## src/design/pump_io_regs.svh

```systemverilog
`ifndef PUMP_IO_REGS_SVH
`define PUMP_IO_REGS_SVH

// Clock rate and input sampling times.
`define CLK_HZ             125000000
`define SAMPLE_PERIOD_MS   50
`define STEADY_MS          100

// Byte offsets on the register bus.
`define OFS_CONFIG         8'h00
`define OFS_CONTROL        8'h04
`define OFS_STATUS         8'h08
`define OFS_PROG_OUT       8'h0c
`define OFS_CMD            8'h10
`define OFS_JUMP           8'h14

// Configuration fields and reset value.
`define CFG_TRIG_LSB       0
`define CFG_DIR_MODE_BIT   2
`define CFG_MOTOR_MODE_BIT 3
`define CFG_WIDTH          4
`define CFG_RESET          4'h0

// Trigger mode codes held in the configuration.
`define TRG_FOOT           2'h0
`define TRG_LEVEL          2'h1
`define TRG_START          2'h2
`define TRG_STOP           2'h3

// Control fields written by the pump firmware, and reset value.
`define CTL_EDIT_BIT       0
`define CTL_ALARM_BIT      1
`define CTL_PUMPING_BIT    2
`define CTL_PAUSE_TMR_BIT  3
`define CTL_DIR_OK_BIT     4
`define CTL_WIDTH          5
`define CTL_RESET          5'h00

// Command bits; each written one acts once.
`define CMD_START_BIT      0
`define CMD_STOP_BIT       1
`define CMD_INFUSE_BIT     2
`define CMD_WITHDRAW_BIT   3
`define CMD_EVN_ARM_BIT    4
`define CMD_EVS_ARM_BIT    5
`define CMD_EVT_CANCEL_BIT 6
`define CMD_COND_BIT       7
`define CMD_HOLD_BIT       8
`define CMD_PERMIT_BIT     9
`define CMD_PHASE_LSB      16

// Status and jump fields.
`define STS_RUN_BIT        4
`define STS_HOLD_BIT       5
`define STS_DIR_BIT        6
`define STS_PERMIT_BIT     7
`define STS_EVN_BIT        8
`define STS_EVS_BIT        9
`define JMP_PEND_BIT       0
`define JMP_PHASE_LSB      8
`define PHASE_WIDTH        8

// Output reset values; direction high means infuse.
`define DIR_RESET          1'b1
`define PROG_OUT_RESET     1'b0

`endif

```

## src/design/pump_io_pkg.sv

```systemverilog
package pump_io_pkg;

	// Levels of the four control inputs; trigger is the low bit.
	typedef struct packed {
		logic prog;
		logic evt;
		logic dir;
		logic trig;
	} pins_type;

	// Filtered levels with their one-cycle edge pulses.
	typedef struct packed {
		pins_type level;
		pins_type rise;
		pins_type fall;
	} filt_type;

	// Pumping program run state.
	typedef enum logic [2:0] {
		RUN_STOPPED = 3'b001,
		RUN_ACTIVE  = 3'b010,
		RUN_HOLD    = 3'b100
	} run_state_type;

endpackage

```

## src/design/pump_io_ctrl.sv

```systemverilog
// Functional notes
// - Trigger and direction inputs ignored while editing or during an alarm.
// - Foot-switch mode: each trigger falling edge toggles run and stop.
// - Level mode: trigger falling edge stops, rising edge starts.
// - Start-only mode: falling edge starts; then nothing until start re-permitted.
// - Stop-only mode: falling edge stops; it never starts the program.
// - Motor mode 0: motor output high only while actually pumping.
// - Motor mode 1: motor output high while pumping or pause timer runs.
// - Direction mode 0: fall withdraw to infuse, rise infuse to withdraw.
// - Direction mode 1: rise withdraw to infuse, fall infuse to withdraw.
// - Direction input acts only while a direction change is permitted.
// - Direction output low for withdraw, high for infuse.
// - Output-set function drives program output to the given level.
// - Level event jump: low now, or later falling edge, jumps until cancelled.
// - Edge event jump: either event edge jumps to the named phase.
// - Conditional function jumps when program input low, else continues.
// - Hold function waits for trigger activation, then resumes the program.
// - Host reads input levels and sets program output over the bus.
// - Inputs sampled every 50 ms; level accepted after 100 ms steady.
//
// The implementer's own choices: register access over Avalon-MM and the placing of the registers.
`timescale 1ns/10ps
`include "pump_io_regs.svh"
module pump_io_ctrl #(
	parameter int unsigned SAMPLE_CYCLES =
		`SAMPLE_PERIOD_MS * (`CLK_HZ / 1000)
) (
	// Clock and reset.
	input  wire logic        MCLK_I,
	input  wire logic        RESETN_I,
	// Avalon-MM slave.
	input  wire logic [7:0]  AVS_ADDRESS_I,
	input  wire logic        AVS_READ_I,
	input  wire logic        AVS_WRITE_I,
	input  wire logic [31:0] AVS_WRITEDATA_I,
	output logic      [31:0] AVS_READDATA_O,
	output logic             AVS_WAITREQUEST_O,
	// Logic inputs.
	input  wire logic        TRIG_I,
	input  wire logic        DIR_I,
	input  wire logic        EVENT_I,
	input  wire logic        PROG_I,
	// Logic outputs.
	output logic             PROG_O,
	output logic             MOTOR_O,
	output logic             DIR_O
);
	localparam int unsigned STEADY_SAMPLES =
		`STEADY_MS / `SAMPLE_PERIOD_MS + 1;

	if (SAMPLE_CYCLES < 2) begin : g_chk
		$error("pump_io_ctrl: SAMPLE_CYCLES must be at least 2");
	end

	pump_io_pkg::pins_type      raw;
	pump_io_pkg::filt_type      filt;
	pump_io_pkg::run_state_type state_q;
	pump_io_pkg::run_state_type state_d;
	logic                       tick;

	logic                       ack_q;
	logic                       ack_d;
	logic [31:0]                rdata_q;
	logic [31:0]                rdata_d;
	logic                       wr_acc;
	logic [31:0]                cmd;
	logic [`PHASE_WIDTH-1:0]    cmd_phase;

	logic [`CFG_WIDTH-1:0]      cfg_q;
	logic [`CFG_WIDTH-1:0]      cfg_d;
	logic [`CTL_WIDTH-1:0]      ctl_q;
	logic [`CTL_WIDTH-1:0]      ctl_d;
	logic                       prog_out_q;
	logic                       prog_out_d;
	logic                       motor_q;
	logic                       motor_d;
	logic                       dir_q;
	logic                       dir_d;
	logic                       start_ok_q;
	logic                       start_ok_d;
	logic                       evn_q;
	logic                       evn_d;
	logic                       evs_q;
	logic                       evs_d;
	logic                       jump_q;
	logic                       jump_d;
	logic [`PHASE_WIDTH-1:0]    jphase_q;
	logic [`PHASE_WIDTH-1:0]    jphase_d;
	logic [`PHASE_WIDTH-1:0]    arm_phase_q;
	logic [`PHASE_WIDTH-1:0]    arm_phase_d;

	logic                       ignore;
	logic [1:0]                 trig_mode;
	logic                       start_ev;
	logic                       stop_ev;
	logic                       dir_ok;

	assign raw = '{prog: PROG_I, evt: EVENT_I, dir: DIR_I, trig: TRIG_I};

	// Sample strobe and glitch filter for all four inputs.
	tick_gen #(
		.PERIOD  (SAMPLE_CYCLES)
	) u_tick (
		.clk_i   (MCLK_I),
		.rst_n_i (RESETN_I),
		.tick_o  (tick)
	);

	// The filter keeps running while inputs are ignored.
	input_filter #(
		.WIDTH   (4),
		.STEADY  (STEADY_SAMPLES)
	) u_filt (
		.clk_i   (MCLK_I),
		.rst_n_i (RESETN_I),
		.tick_i  (tick),
		.raw_i   (raw),
		.level_o (filt.level),
		.rise_o  (filt.rise),
		.fall_o  (filt.fall)
	);

	// Every access takes one wait state, so read data can be registered.
	always_comb begin
		ack_d  = (AVS_READ_I | AVS_WRITE_I) & ~ack_q;
		wr_acc = AVS_WRITE_I & ack_q;
		cmd    = (wr_acc && AVS_ADDRESS_I == `OFS_CMD) ?
			AVS_WRITEDATA_I : 32'h0000_0000;
		cmd_phase = cmd[`CMD_PHASE_LSB +: `PHASE_WIDTH];
		rdata_d = rdata_q;
		if (AVS_READ_I && !ack_q) begin
			rdata_d = 32'h0000_0000;
			case (AVS_ADDRESS_I)
				`OFS_CONFIG:   rdata_d[`CFG_WIDTH-1:0] = cfg_q;
				`OFS_CONTROL:  rdata_d[`CTL_WIDTH-1:0] = ctl_q;
				`OFS_STATUS: begin
					rdata_d[3:0] = filt.level;
					rdata_d[`STS_RUN_BIT] =
						(state_q == pump_io_pkg::RUN_ACTIVE);
					rdata_d[`STS_HOLD_BIT] =
						(state_q == pump_io_pkg::RUN_HOLD);
					rdata_d[`STS_DIR_BIT]    = dir_q;
					rdata_d[`STS_PERMIT_BIT] = start_ok_q;
					rdata_d[`STS_EVN_BIT]    = evn_q;
					rdata_d[`STS_EVS_BIT]    = evs_q;
				end
				`OFS_PROG_OUT: rdata_d[0] = prog_out_q;
				`OFS_JUMP: begin
					rdata_d[`JMP_PEND_BIT] = jump_q;
					rdata_d[`JMP_PHASE_LSB +: `PHASE_WIDTH] = jphase_q;
				end
				default:       rdata_d = 32'h0000_0000;
			endcase
		end
	end

	assign AVS_WAITREQUEST_O = (AVS_READ_I | AVS_WRITE_I) & ~ack_q;
	assign AVS_READDATA_O    = rdata_q;

	// Writable settings; unmapped writes are simply dropped.
	always_comb begin
		cfg_d      = cfg_q;
		ctl_d      = ctl_q;
		prog_out_d = prog_out_q;
		if (wr_acc) begin
			case (AVS_ADDRESS_I)
				`OFS_CONFIG:   cfg_d = AVS_WRITEDATA_I[`CFG_WIDTH-1:0];
				`OFS_CONTROL:  ctl_d = AVS_WRITEDATA_I[`CTL_WIDTH-1:0];
				`OFS_PROG_OUT: prog_out_d = AVS_WRITEDATA_I[0];
				default:       prog_out_d = prog_out_q;
			endcase
		end
		motor_d = ctl_q[`CTL_PUMPING_BIT] |
			(cfg_q[`CFG_MOTOR_MODE_BIT] & ctl_q[`CTL_PAUSE_TMR_BIT]);
	end

	// Editing or an alarm drops trigger and direction edges outright.
	assign ignore    = ctl_q[`CTL_EDIT_BIT] | ctl_q[`CTL_ALARM_BIT];
	assign trig_mode = cfg_q[`CFG_TRIG_LSB +: 2];
	assign dir_ok    = ctl_q[`CTL_DIR_OK_BIT] & ~ignore;

	// Trigger edges become start and stop requests per mode.
	always_comb begin
		start_ev = 1'b0;
		stop_ev  = 1'b0;
		if (!ignore) begin
			case (trig_mode)
				`TRG_FOOT: begin
					start_ev = filt.fall.trig;
					stop_ev  = filt.fall.trig;
				end
				`TRG_LEVEL: begin
					start_ev = filt.rise.trig;
					stop_ev  = filt.fall.trig;
				end
				`TRG_START: start_ev = filt.fall.trig & start_ok_q;
				`TRG_STOP:  stop_ev  = filt.fall.trig;
				default: begin
					start_ev = 1'b0;
					stop_ev  = 1'b0;
				end
			endcase
		end
	end

	// Run state. In foot mode one edge is both requests and the state
	// picks the toggle direction. A held program resumes on activation.
	always_comb begin
		state_d    = state_q;
		start_ok_d = start_ok_q | cmd[`CMD_PERMIT_BIT];
		case (state_q)
			pump_io_pkg::RUN_STOPPED: begin
				if (cmd[`CMD_START_BIT] || start_ev) begin
					state_d = pump_io_pkg::RUN_ACTIVE;
				end
			end
			pump_io_pkg::RUN_ACTIVE: begin
				if (cmd[`CMD_HOLD_BIT]) begin
					state_d = pump_io_pkg::RUN_HOLD;
				end else if (cmd[`CMD_STOP_BIT] || stop_ev) begin
					state_d = pump_io_pkg::RUN_STOPPED;
				end
			end
			pump_io_pkg::RUN_HOLD: begin
				if (cmd[`CMD_STOP_BIT]) begin
					state_d = pump_io_pkg::RUN_STOPPED;
				end else if (cmd[`CMD_START_BIT] || start_ev) begin
					state_d = pump_io_pkg::RUN_ACTIVE;
				end
			end
			default: state_d = pump_io_pkg::RUN_STOPPED;
		endcase
		// A taken start-only trigger locks out further starts.
		if (start_ev && trig_mode == `TRG_START &&
				state_q != pump_io_pkg::RUN_ACTIVE) begin
			start_ok_d = cmd[`CMD_PERMIT_BIT];
		end
	end

	// Direction: the input follows the edge table of the chosen mode.
	always_comb begin
		dir_d = dir_q;
		if (dir_ok) begin
			if (!cfg_q[`CFG_DIR_MODE_BIT]) begin
				if (!dir_q && filt.fall.dir) begin
					dir_d = 1'b1;
				end else if (dir_q && filt.rise.dir) begin
					dir_d = 1'b0;
				end
			end else begin
				if (!dir_q && filt.rise.dir) begin
					dir_d = 1'b1;
				end else if (dir_q && filt.fall.dir) begin
					dir_d = 1'b0;
				end
			end
		end
		if (cmd[`CMD_INFUSE_BIT]) begin
			dir_d = 1'b1;
		end else if (cmd[`CMD_WITHDRAW_BIT]) begin
			dir_d = 1'b0;
		end
	end

	// Phase jumps. Only one event function is armed at a time, sharing
	// one target. A new jump wins over a clear in the same cycle.
	always_comb begin
		evn_d       = evn_q;
		evs_d       = evs_q;
		arm_phase_d = arm_phase_q;
		jphase_d    = jphase_q;
		jump_d      = jump_q;
		if (wr_acc && AVS_ADDRESS_I == `OFS_JUMP &&
				AVS_WRITEDATA_I[`JMP_PEND_BIT]) begin
			jump_d = 1'b0;
		end
		if (evn_q && filt.fall.evt) begin
			jump_d   = 1'b1;
			jphase_d = arm_phase_q;
		end
		if (evs_q && (filt.rise.evt || filt.fall.evt)) begin
			jump_d   = 1'b1;
			jphase_d = arm_phase_q;
		end
		if (cmd[`CMD_EVT_CANCEL_BIT]) begin
			evn_d = 1'b0;
			evs_d = 1'b0;
		end
		if (cmd[`CMD_EVN_ARM_BIT]) begin
			evn_d       = 1'b1;
			evs_d       = 1'b0;
			arm_phase_d = cmd_phase;
			if (!filt.level.evt) begin
				jump_d   = 1'b1;
				jphase_d = cmd_phase;
			end
		end else if (cmd[`CMD_EVS_ARM_BIT]) begin
			evn_d       = 1'b0;
			evs_d       = 1'b1;
			arm_phase_d = cmd_phase;
		end
		if (cmd[`CMD_COND_BIT] && !filt.level.prog) begin
			jump_d   = 1'b1;
			jphase_d = cmd_phase;
		end
	end

	// All state registers.
	always_ff @(posedge MCLK_I or negedge RESETN_I) begin
		if (!RESETN_I) begin
			ack_q       <= 1'b0;
			rdata_q     <= 32'h0000_0000;
			cfg_q       <= `CFG_RESET;
			ctl_q       <= `CTL_RESET;
			prog_out_q  <= `PROG_OUT_RESET;
			motor_q     <= 1'b0;
			dir_q       <= `DIR_RESET;
			state_q     <= pump_io_pkg::RUN_STOPPED;
			start_ok_q  <= 1'b1;
			evn_q       <= 1'b0;
			evs_q       <= 1'b0;
			jump_q      <= 1'b0;
			jphase_q    <= '0;
			arm_phase_q <= '0;
		end else begin
			ack_q       <= ack_d;
			rdata_q     <= rdata_d;
			cfg_q       <= cfg_d;
			ctl_q       <= ctl_d;
			prog_out_q  <= prog_out_d;
			motor_q     <= motor_d;
			dir_q       <= dir_d;
			state_q     <= state_d;
			start_ok_q  <= start_ok_d;
			evn_q       <= evn_d;
			evs_q       <= evs_d;
			jump_q      <= jump_d;
			jphase_q    <= jphase_d;
			arm_phase_q <= arm_phase_d;
		end
	end

	// Outputs come straight from flip-flops.
	assign PROG_O  = prog_out_q;
	assign MOTOR_O = motor_q;
	assign DIR_O   = dir_q;
endmodule

```

## src/design/tick_gen.sv

```systemverilog
`timescale 1ns/10ps
module tick_gen #(
	parameter int unsigned PERIOD = 6250000
) (
	// Clock and reset.
	input  wire logic clk_i,
	input  wire logic rst_n_i,
	// One-cycle pulse every PERIOD cycles.
	output logic      tick_o
);
	localparam int unsigned CW = $clog2(PERIOD);

	logic [CW-1:0] cnt_q;
	logic [CW-1:0] cnt_d;
	logic          tick_q;
	logic          tick_d;

	if (PERIOD < 2) begin : g_chk
		$error("tick_gen: PERIOD must be at least 2");
	end

	// Free-running divider; the pulse is registered so it is glitch free.
	always_comb begin
		tick_d = (cnt_q == CW'(PERIOD - 1));
		cnt_d  = tick_d ? '0 : cnt_q + 1'b1;
	end

	always_ff @(posedge clk_i or negedge rst_n_i) begin
		if (!rst_n_i) begin
			cnt_q  <= '0;
			tick_q <= 1'b0;
		end else begin
			cnt_q  <= cnt_d;
			tick_q <= tick_d;
		end
	end

	assign tick_o = tick_q;
endmodule

```

## src/design/input_filter.sv

```systemverilog
`timescale 1ns/10ps
module input_filter #(
	parameter int unsigned WIDTH  = 4,
	parameter int unsigned STEADY = 3
) (
	// Clock and reset.
	input  wire logic             clk_i,
	input  wire logic             rst_n_i,
	// Sample strobe and raw inputs.
	input  wire logic             tick_i,
	input  wire logic [WIDTH-1:0] raw_i,
	// Accepted levels and one-cycle edge pulses.
	output logic      [WIDTH-1:0] level_o,
	output logic      [WIDTH-1:0] rise_o,
	output logic      [WIDTH-1:0] fall_o
);
	logic [WIDTH-1:0] hist_q [STEADY];
	logic [WIDTH-1:0] hist_d [STEADY];
	logic [WIDTH-1:0] level_q;
	logic [WIDTH-1:0] level_d;
	logic [WIDTH-1:0] rise_q;
	logic [WIDTH-1:0] fall_q;
	logic [WIDTH-1:0] same;

	localparam int unsigned FW = $clog2(STEADY + 1);

	logic [FW-1:0]    fill_q;
	logic [FW-1:0]    fill_d;
	logic             primed_q;
	logic             primed_d;

	if (WIDTH < 1 || STEADY < 2) begin : g_chk
		$error("input_filter: WIDTH >= 1 and STEADY >= 2 required");
	end

	// A level is accepted only after STEADY equal samples in a row.
	always_comb begin
		same = '1;
		for (int i = 1; i < STEADY; i++) begin
			same = same & ~(hist_q[i] ^ hist_q[0]);
		end
		hist_d = hist_q;
		if (tick_i) begin
			hist_d[0] = raw_i;
			for (int i = 1; i < STEADY; i++) begin
				hist_d[i] = hist_q[i-1];
			end
		end
		level_d = (same & hist_q[0]) | (~same & level_q);
		// Edges stay muted until every history slot holds a real sample,
		// so a pin that idles high does not look like a rise after reset.
		fill_d = fill_q;
		if (tick_i && fill_q != FW'(STEADY)) begin
			fill_d = fill_q + 1'b1;
		end
		primed_d = (fill_q == FW'(STEADY));
	end

	always_ff @(posedge clk_i or negedge rst_n_i) begin
		if (!rst_n_i) begin
			for (int i = 0; i < STEADY; i++) begin
				hist_q[i] <= '0;
			end
			level_q  <= '0;
			rise_q   <= '0;
			fall_q   <= '0;
			fill_q   <= '0;
			primed_q <= 1'b0;
		end else begin
			hist_q   <= hist_d;
			level_q  <= level_d;
			rise_q   <= {WIDTH{primed_q}} & level_d & ~level_q;
			fall_q   <= {WIDTH{primed_q}} & ~level_d & level_q;
			fill_q   <= fill_d;
			primed_q <= primed_d;
		end
	end

	assign level_o = level_q;
	assign rise_o  = rise_q;
	assign fall_o  = fall_q;
endmodule

```

## config.mk

```make
export PLATFORM = sky130hd
export DESIGN_NAME = pump_io_ctrl
export DESIGN_NICKNAME = d
export VERILOG_FILES = /design/src/design/pump_io_pkg.sv /design/src/design/pump_io_ctrl.sv /design/src/design/tick_gen.sv /design/src/design/input_filter.sv
export VERILOG_INCLUDE_DIRS = /design/src /design/src/design
export SDC_FILE = /design/constraint.sdc
export NUM_CORES = 1
export LEC_CHECK = 0
export ABC_AREA = 1
export BUFFER_PORTS_ARGS = -buffer_cell sky130_fd_sc_hd__buf_2
export CAP_MARGIN = 20
export CORE_ASPECT_RATIO = 1.2
export CORE_MARGIN = 5
export CORE_UTILIZATION = 30
export CTS_CLUSTER_SIZE = 24
export DETAILED_ROUTE_END_ITERATION = 12
export PLACE_DENSITY_LB_ADDON = 0.08
export RECOVER_POWER = 25
export SETUP_SLACK_MARGIN = 0.2
export SYNTH_ARGS = -nofsm -noshare
export SYNTH_HDL_FRONTEND = slang
export SYNTH_SLANG_ARGS = --single-unit
```

## constraint.sdc

```tcl
create_clock -name MCLK_I -period 1.73 [get_ports MCLK_I]
set_input_delay 0.173 -clock MCLK_I [delete_from_list [all_inputs] [get_ports MCLK_I]]
set_output_delay 0.173 -clock MCLK_I [all_outputs]
set_load 0.01 [all_outputs]
```

==> reports/metrics.cfg, run 1 <==
[clock_network]
numClockSinks=101
numCtsBuffers=9
clock_latency_ns=0.36
cts.root.buffer_cell=clkbuf_16
cts_tree=done
clock_tree.buffer_depth=2
cts.htree.levels=3
cts.clk_slew.worst_paths_ns=0.07

[floorplanning]
num_rows=52
design.portCount=84
die_w_um=129
die_span_y_um=152
core_region_area_um2=16700
initial_core_util=0.303
dieArea_um2=19600

[drt]
wl_per_cell_um=13.9
post-route-drc-count=0
firstDrtPassIters=5
drt_iter0_drc=253
wirelength_um=12600
route.vias.total=4121
drt-vias-per-instance=4.55
ant_nets=0

[logic_synthesis]
ys_seq_area_frac=0.500
fraction_of_the_mapped_netlist_area_in_adder_cells=0.00494
synth-xor-area-share=0.0173
synthSimpleGateAreaFrac=0.284
fraction_of_the_mapped_netlist_area_in_compound_gates=0.0901
yosysWarningCount=0
main_combinational_cell_family_by_area_after_synthesis=simple AND/OR/NAND/NOR gates
synth_flop_cell=dfrtp_1
syn_area_per_cell_um2=8.27
post_synth_edffs=0
synthesis.area_um2=5070
flip_flop_and_latch_count_after_synthesis=101
asyncSetResetFlopFracSynth=1.00
syn-instance-count=613
synth.lib_cells_used.distinct=40
synth_mux_area_frac=0.00222

[placed_design]
buffers_added_on_ports=53
dp_hpwl_um=8880
gp_routability_congestion=0.866

[finish]
antennaDiodeCount=0
layout_common_cells=nand2_1, dfrtp_1, inv_1
nNetsFinal=735
fill_cells=1759
drive_gt1_frac=0.213
final_common_cell=nand2_1
syn2layout_area_growth_pct=18.6

[power_and_ir_drop]
cellPowerDensity_nw_per_um2=832
static_leak_uw=0.00295
post-layout-total-power_uw=5000
vdd_drop_max_v=0.000500

[worst_setup_path]
cp-start-kind=register
critPathMaxFanout=7
timing.setup.critical_path_class=register to register
critPathCaptureType=register
cp_data_required_time_ns=1.98
critPathArrivalTime_ns=1.70

[sta]
tightestPinTransition_ns=0.835
fmax_ghz=0.689
timing.final.crit_share=0.839
report.final.hold_viol_count=0
final_setup_fails=0
period_needed_ns=1.45
finalClockSkew_ns=0.0131
count_of_final_max_slew_check_failures=0
tns_ns=0
grt_setup_unrepaired=true
max-slew-margin-rel=0.443

[global_routing]
gr-usage-all-layers=0.128
antenna_found_initial=0
grt_remaining_overflow=0
wire_length_of_the_first_global_routing_pass_um=20200
largest_net_degree_at_the_start_of_global_routing=38
first_global_vias=3966

[outcome]
outcome=completed

[hold_path]
min-delay-path-class=primary input to register

[job]
timing.max_cap.violations=0

worst max-delay path, cell delays in order (launching register included):
cell	delay (ns)
dfrtp_1	0.43
ha_4	0.19
nand3_4	0.12
nor2_4	0.05
nand2_2	0.11
inv_4	0.06
or2_2	0.26
nand3_1	0.09
inv_2	0.03
what timing repair did:
action,in CTS,in global routing
cloned,0,1
pin swaps,0,4
hold buffers,1,0
gates resized for setup,5,10
endpoints found under the hold margin,25,0
setup buffers,0,7
setup endpoints to repair,19,29
state kept, by name, indices dropped and copies added (netlist names), 2 cells and up, named ones only:
register and cells:
AVS_READDATA_O 16, arm_phase_q 8, cfg_q 4, ctl_q 5
jphase_q 8, state_q 3, u_filt.fall_o 3, u_filt.fill_q 2
u_filt.hist_q 12, u_filt.level_o 3, u_filt.rise_o 3, u_tick.cnt_q 23
power by group:
part	leakage [uW]	total [uW]	internal [uW]	switching, uW
clock	0.000148	2140	1150	992
combinational	0.00146	399	135	263
sequential	0.00135	2460	2420	38.7
layer usage:
| metal | vias to the layer above | track usage | routed length [um] |
|---|---|---|---|
| met1 | 1961 | 0.169 | 5680 |
| met2 | 77 | 0.209 | 6210 |
| met5 | - | 0 | 0 |
| met3 | 12 | 0.0266 | 545 |
| met4 | 0 | 0.0425 | 190 |
| li1 | 2071 | - | - |
metrics by stage:
| stage | cell area, um^2 | util | setup slack, ns | hold slack [ns] | std cells |
|---|---|---|---|---|---|
| after floorplan | 5120 | - | 0.303 | -0.123 | 628 |
| after global placement | 5590 | 0.334 | 0.158 | 0.143 | 881 |
| after detailed placement | 5590 | 0.334 | 0.111 | 0.148 | 881 |
| after CTS | 5930 | 0.355 | 0.209 | 0.0161 | 898 |
| after global routing | 6010 | 0.359 | 0.180 | 0.0401 | 906 |
| final | 6010 | 0.359 | 0.279 | 0.0263 | 906 |
cell usage after synthesis (3+ instances only):
library cell	instances	share of area
nand2_1	156	0.12
dfrtp_1	98	0.48
inv_1	79	0.059
nand3_1	47	0.046
nor2_1	42	0.031
o21ai_0	36	0.036
buf_4	16	0.024
nor3_1	14	0.014
a21oi_1	11	0.011
inv_2	10	0.0074
nand4_1	10	0.012
nor2_2	10	0.012
o31ai_1	10	0.015
o21ai_2	9	0.016
xor2_1	8	0.014
nand2_2	5	0.0062
nand3_2	4	0.0079
nor2_4	4	0.0089
o21ai_1	4	0.0040
or2_2	4	0.0049
buf_2	3	0.0030
buf_6	3	0.0067
clkbuf_1	3	0.0022
dfstp_2	3	0.016
cell type report:
type	instances	area [um^2]	area share
sequential	101	2530	0.421
tap	216	270	0.0450
inverter	89	342	0.0568
multi-input combinational	414	2130	0.354
timing repair buffer	70	429	0.0714
clock inverter	7	83.8	0.0139
clock buffer	9	225	0.0375
worst paths after layout:
check	cells past startpoint	from	end	slack, ns
max in group asynchronous	3	RESETN_I	start_ok_q$_DFF_PN1_	0.55
setup / recovery	8	u_tick.cnt_q[0]$_DFF_PN0_	u_tick.cnt_q[10]$_DFF_PN0_	0.28
setup reg to reg	8	u_tick.cnt_q[0]$_DFF_PN0_	u_tick.cnt_q[10]$_DFF_PN0_	0.28
min in group asynchronous	2	RESETN_I	AVS_READDATA_O[5]$_DFFE_PN0P_	0.45
hold / removal	3	AVS_WRITEDATA_I[9]	start_ok_q$_DFF_PN1_	0.03
hold reg to reg	1	u_tick.cnt_q[21]$_DFF_PN0_	u_tick.cnt_q[21]$_DFF_PN0_	0.48
kinds of logic after synthesis:
group,count (synthesis)
fa+ha+maj,2
mux,1
flops,101
buf+inv,114
compound gates,77
xor+xnor,10
other cells,1
simple gates,307
Note: power is estimated with default switching activity, not from simulation.
==> inputs of run 2 (changes only) <==
clock period = 1.4 ns   (was 1.73 ns; I/O delays follow)
==> run 2 against run 1 <==
The run now ends with negative setup slack left; worst setup slack got worse by 0.35 ns; clock power rose by 28%; via count grew 6.2%; critical path depth is 1 higher.
==> reports/metrics.cfg, run 2 (synthesis results as in run 1) <==
[outcome]
outcome=finished with violations
failed_checks=negative setup slack

[drt]
wirelength_um=13500  ; +7.1%
firstDrtPassIters=4  ; -1
ant_nets=0  ; unchanged
post-route-drc-count=0  ; unchanged
wl_per_cell_um=14.0  ; +0.63%
drt_iter0_drc=163  ; -36%
route.vias.total=4375  ; +6.2%
drt-vias-per-instance=4.54  ; -0.22%

[finish]
regMostFlops=u_tick.cnt_q
drive_gt1_frac=0.396  ; +0.183
final_common_cell=nand2_1
multi_input_area_um2=2740  ; +29%
nNetsFinal=793  ; +7.9%
fill_cells=1657  ; -5.8%
syn2layout_area_growth_pct=42.9
layout_common_cells=nand2_1, dfrtp_1, inv_1
antennaDiodeCount=0  ; unchanged
area.sequential_um2=2530  ; unchanged
largest_register_ffs=23  ; unchanged

[worst_setup_path]
cp_data_required_time_ns=1.69  ; -0.29 ns
cp-start-kind=register
worst_setup_path_endpoint=u_tick.cnt_q[0]$_DFF_PN0_
critPathArrivalTime_ns=1.76  ; +0.06 ns
regToRegStartpoint=u_tick.cnt_q[1]$_DFF_PN0_
timing.setup.critical_path_class=register to register
regToRegSetupSlack_ns=-0.07  ; -0.35 ns
reg2reg_depth=9  ; +1
worst_r2r_endpoint=u_tick.cnt_q[0]$_DFF_PN0_
startpoint_of_the_worst_setup_timing_path=u_tick.cnt_q[1]$_DFF_PN0_
critPathMaxFanout=4  ; -3
critPathCaptureType=register

[floorplanning]
die_span_y_um=152  ; unchanged
num_rows=52  ; unchanged
design.portCount=84  ; unchanged
dieArea_um2=19600  ; unchanged
initial_core_util=0.303  ; unchanged
core_region_area_um2=16700  ; unchanged
die_w_um=129  ; unchanged

[power_and_ir_drop]
cellPowerDensity_nw_per_um2=898  ; +8.0%
post-layout-total-power_uw=6500  ; +30%
vdd_drop_max_v=0.000468  ; -6.6%
static_leak_uw=0.00350  ; +18%

[hold_path]
worstHoldStart=DIR_I
min-delay-path-class=primary input to register

[global_routing]
antenna_found_initial=0  ; unchanged
first_global_vias=4353  ; +9.8%
gr-usage-all-layers=0.136  ; +0.00800
grt_remaining_overflow=0  ; unchanged
wire_length_of_the_first_global_routing_pass_um=21500  ; +6.4%
largest_net_degree_at_the_start_of_global_routing=48  ; +26%

[sta]
final_setup_fails=27  ; +27
report.final.hold_viol_count=0  ; unchanged
finalClockSkew_ns=0.00799  ; -0.00508 ns
tightestPinTransition_ns=0.566  ; -0.269 ns
final_worst_setup_slack_ns=-0.0680  ; -0.347 ns
count_of_final_max_slew_check_failures=0  ; unchanged
period_needed_ns=1.47  ; +0.0170 ns
grt_setup_unrepaired=true
fmax_ghz=0.681  ; -1.2%
timing.final.crit_share=1.05  ; +0.210
max-slew-margin-rel=0.623  ; +0.180

[clock_network]
cts.htree.levels=3  ; unchanged
numCtsBuffers=9  ; unchanged
numClockSinks=101  ; unchanged
cts.root.buffer_cell=clkbuf_16
clock_tree.buffer_depth=2  ; unchanged
cts.clk_slew.worst_paths_ns=0.07  ; about the same
cts_tree=done
clock_latency_ns=0.35  ; about the same

[placed_design]
dp_hpwl_um=9250  ; +4.2%
place_worst_setup_slack_ns=-0.0625  ; -0.174 ns
gp_routability_congestion=0.847  ; -2.2%
buffers_added_on_ports=53  ; unchanged

[job]
timing.max_cap.violations=0  ; unchanged

run 2: changes by cell type in the layout (fill, tap and decap cells not counted), moves of 5 or more:
cell	previous run	this run
o31ai_4	0	8
nor2_1	41	34
nand2_2	7	41
buf_6	0	20
o31ai_1	10	0
a21oi_1	11	6
nand3_1	47	36
nand2_4	1	14
nand2_1	154	106
nand3_2	3	10
nor2_4	5	12
o21ai_1	4	10
buf_4	12	40
o21ai_0	36	25
run 2: where the power goes:
group	leakage (uW)	switching (uW)	internal, uW
registers	0.00135	56.3	2990
clock network	0.000156	1120	1620
logic	0.00199	436	275
run 2: critical path, stage by stage, from the launching register on:
cell and delay (ns):
dfrtp_1 0.40, buf_6 0.13, ha_4 0.16, nand3_4 0.12, nor2_4 0.05, nand2_2 0.08
nor2_4 0.05, buf_6 0.11, or2_2 0.26, inv_1 0.05
run 2: per-layer routing:
metal  share of wire  vias to the layer above  routed length [um]  GRT usage
met5               0                        -                   0          0
met1            0.42                     2086                5650      0.165
met2            0.52                       72                7070      0.235
met4           0.021                        0                 286     0.0610
li1                -                     2198                   -          -
met3           0.038                       19                 510     0.0221
run 2: area by class of cell:
cell class,count,area share
timing repair buffer,123,0.134
multi-input combinational,416,0.378
inverter,89,0.0506
tap,216,0.0373
clock buffer,11,0.0335
clock inverter,5,0.0112
timing repair inverter,3,0.00605
sequential,101,0.350
run 2: metrics by stage:
step           utilization  hold slack (ns)  setup TNS, ns  std cells  instance area, um^2
6_report             0.433           0.0118         -0.878        964                 7240
5_1_grt              0.433           0.0192          -3.93        964                 7240
4_1_cts              0.400          0.00820         -0.781        953                 6680
3_5_place_dp         0.354           0.0556         -0.726        915                 5920
3_3_place_gp         0.354           0.0592        -0.0253        915                 5920
2_1_floorplan            -           -0.156              0        628                 5200
run 2: worst min-delay path by stage:
stage	endpoint	cells past startpoint	slack (ns)
floorplan	AVS_READDATA_O[0]$_DFFE_PN0P_	0	-0.16
global placement	state_q[1]$_DFFE_PN0P_	1	0.06
detailed placement	state_q[2]$_DFFE_PN0P_	1	0.06
CTS	u_filt.hist_q[9]$_DFFE_PN0P_	3	0.008
global route	u_filt.hist_q[9]$_DFFE_PN0P_	3	0.02
finish	u_filt.hist_q[9]$_DFFE_PN0P_	3	0.01
run 2: timing repair:
item                       4_1_cts  5_1_grt
setup endpoints to repair       58       75
buffers inserted                14        8
hold buffers                     4        0
gates resized for setup         69      118
pin swaps                       27       42
gates cloned                     4        3
hold endpoints to repair        43        0
==> inputs of run 3 (changes only) <==
SYNTH_HIERARCHICAL = 1   (was not set)
==> run 3 against run 2 <==
The flow still finishes with violations (negative setup slack); clock skew increased by 0.0032 ns; register-to-register slack improved by 0.06 ns; clock power decreased by 8.4%; critical path type unchanged.
==> reports/metrics.cfg, run 3 <==
[job]
timing.max_cap.violations=0  ; unchanged

[drt]
route.vias.total=4569  ; +4.4%
drt_iter0_drc=231  ; +42%
drt-vias-per-instance=4.53  ; -0.22%
firstDrtPassIters=4  ; unchanged
wirelength_um=14000  ; +3.8%
post-route-drc-count=0  ; unchanged
ant_nets=0  ; unchanged
wl_per_cell_um=13.9  ; -0.83%

[global_routing]
gr-usage-all-layers=0.137  ; +0.00102
antenna_found_initial=0  ; unchanged
largest_net_degree_at_the_start_of_global_routing=75  ; +56%
grt_remaining_overflow=0  ; unchanged
wire_length_of_the_first_global_routing_pass_um=23200  ; +7.9%
first_global_vias=4579  ; +5.2%

[logic_synthesis]
yosysWarningCount=6  ; +6
synthesis.area_um2=5360  ; +5.8%
syn_area_per_cell_um2=8.06  ; -2.5%
syn-instance-count=665  ; +8.5%

[clock_network]
clock_latency_ns=0.35  ; about the same
cts.root.buffer_cell=clkbuf_16
cts.htree.levels=3  ; unchanged
clock_tree.buffer_depth=2  ; unchanged
cts.clk_slew.worst_paths_ns=0.08  ; about the same
numClockSinks=101  ; unchanged
cts_tree=done
numCtsBuffers=9  ; unchanged

[worst_setup_path]
critPathArrivalTime_ns=1.64  ; -0.12 ns
timing.setup.critical_path_class=register to register
critPathMaxFanout=6  ; +2
cp-start-kind=register
critPathCaptureType=register
cp_data_required_time_ns=1.64  ; -0.05 ns

[placed_design]
dp.cells=954  ; +4.3%
gp_routability_congestion=0.819  ; -3.4%
dp_hpwl_um=9650  ; +4.3%
buffers_added_on_ports=53  ; unchanged

[floorplanning]
core_region_area_um2=17600  ; +5.1%
num_rows=53  ; +1.9%
design.portCount=84  ; unchanged
die_span_y_um=156  ; +2.7%
die_w_um=132  ; +2.6%
dieArea_um2=20700  ; +5.4%
initial_core_util=0.305  ; +0.00197

[sta]
report.final.hold_viol_count=0  ; unchanged
tightestPinTransition_ns=0.722  ; +0.156 ns
fmax_ghz=0.713  ; +4.6%
count_of_final_max_slew_check_failures=0  ; unchanged
max-slew-margin-rel=0.519  ; -0.104
final_setup_fails=2  ; -93%
finalClockSkew_ns=0.0112  ; +0.00319 ns
period_needed_ns=1.40  ; -0.0648 ns
timing.final.crit_share=1.00  ; -0.0463
grt_setup_unrepaired=true
final_worst_setup_slack_ns=-0.00319  ; +0.0648 ns

[finish]
drive_gt1_frac=0.340  ; -0.0561
final_common_cell=nand2_1
final_core_util=0.406  ; -0.0273
syn2layout_area_growth_pct=33.1
nNetsFinal=834  ; +5.2%
regMostFlops=u_tick/cnt_q
largest_register_ffs=23  ; unchanged
antennaDiodeCount=0  ; unchanged
fill_cells=1804  ; +8.9%
finish.cell_count_without_fillers=1009  ; +4.7%
layout_common_cells=nand2_1, dfrtp_1, inv_1

[outcome]
failed_checks=negative setup slack
outcome=finished with violations

[power_and_ir_drop]
cellPowerDensity_nw_per_um2=858  ; -4.5%
vdd_drop_max_v=0.000529  ; +13%
static_leak_uw=0.00343  ; -1.8%

[hold_path]
min-delay-path-class=primary input to register

==> run 3: final cells by class <==
type,count,area [um^2],area share
clock buffers,10,239,0.0335
flip-flops and latches,101,2540,0.356
clock inverters,6,53.8,0.00754
well taps,220,275,0.0386
inverters,78,303,0.0424
multi-input cells,481,2840,0.399
repair buffers,113,877,0.123
==> run 3: stage by stage <==
stage	total power [uW]	TNS [ns]	hold slack, ns	setup WS [ns]	cell area, um^2
2_1_floorplan	3370	0	-0.156	0.116	5510
3_3_place_gp	3580	-0.173	0.186	-0.0307	6090
3_5_place_dp	3590	-0.510	0.200	-0.0643	6090
4_1_cts	6200	0	0.00964	0.0151	6770
5_1_grt	6410	-2.04	0.0221	-0.0841	7130
6_report	6120	-0.00631	0.0167	-0.00319	7130
==> run 3: per-layer routing <==
layer  global-route usage  routed length [um]  part of all wire  vias to the layer above
li1                     -                   -                 -                     2330
met1                0.172                6040              0.43                     2133
met2                0.236                7140              0.51                       86
met3               0.0225                 515             0.037                       20
met4               0.0568                 331             0.024                        0
met5                    0                   0                 0                        -
==> run 3: worst max-delay path: stages, from the launching register on <==
cell	delay, ns
dfrtp_1	0.41
ha_4	0.17
nand2_4	0.07
nor2_8	0.20
inv_4	0.08
nor2_4	0.08
nand2_2	0.06
nor2_4	0.17
nor2_1	0.06
==> run 3: what timing repair did <==
action,4_1_cts,5_1_grt
cloned,6,1
buffers inserted,12,15
hold endpoints to repair,102,0
setup endpoints to repair,63,72
gates resized for setup,35,71
pin swaps,7,29
hold buffers,5,0
==> run 3: path summary, 6_finish.rpt <==
check	from	endpoint	slack [ns]	cells after the start
worst max-delay path	u_tick/cnt_q[0]$_DFF_PN0_	u_tick/cnt_q[14]$_DFF_PN0_	-0.003	8
worst min-delay path	TRIG_I	u_filt/hist_q[8]$_DFFE_PN0P_	0.02	3
worst max register to register	u_tick/cnt_q[0]$_DFF_PN0_	u_tick/cnt_q[14]$_DFF_PN0_	-0.003	8
worst min register to register	AVS_READDATA_O[3]$_DFFE_PN0P_	AVS_READDATA_O[3]$_DFFE_PN0P_	0.48	2
max in group asynchronous	RESETN_I	u_tick/cnt_q[9]$_DFF_PN0_	0.36	3
min in group asynchronous	RESETN_I	AVS_READDATA_O[4]$_DFFE_PN0P_	0.51	3
==> run 3: report_power, final <==
| group | internal, uW | switching [uW] |
|---|---|---|
| combinational | 216 | 358 |
| clock | 1290 | 1220 |
| sequential | 2990 | 43.5 |
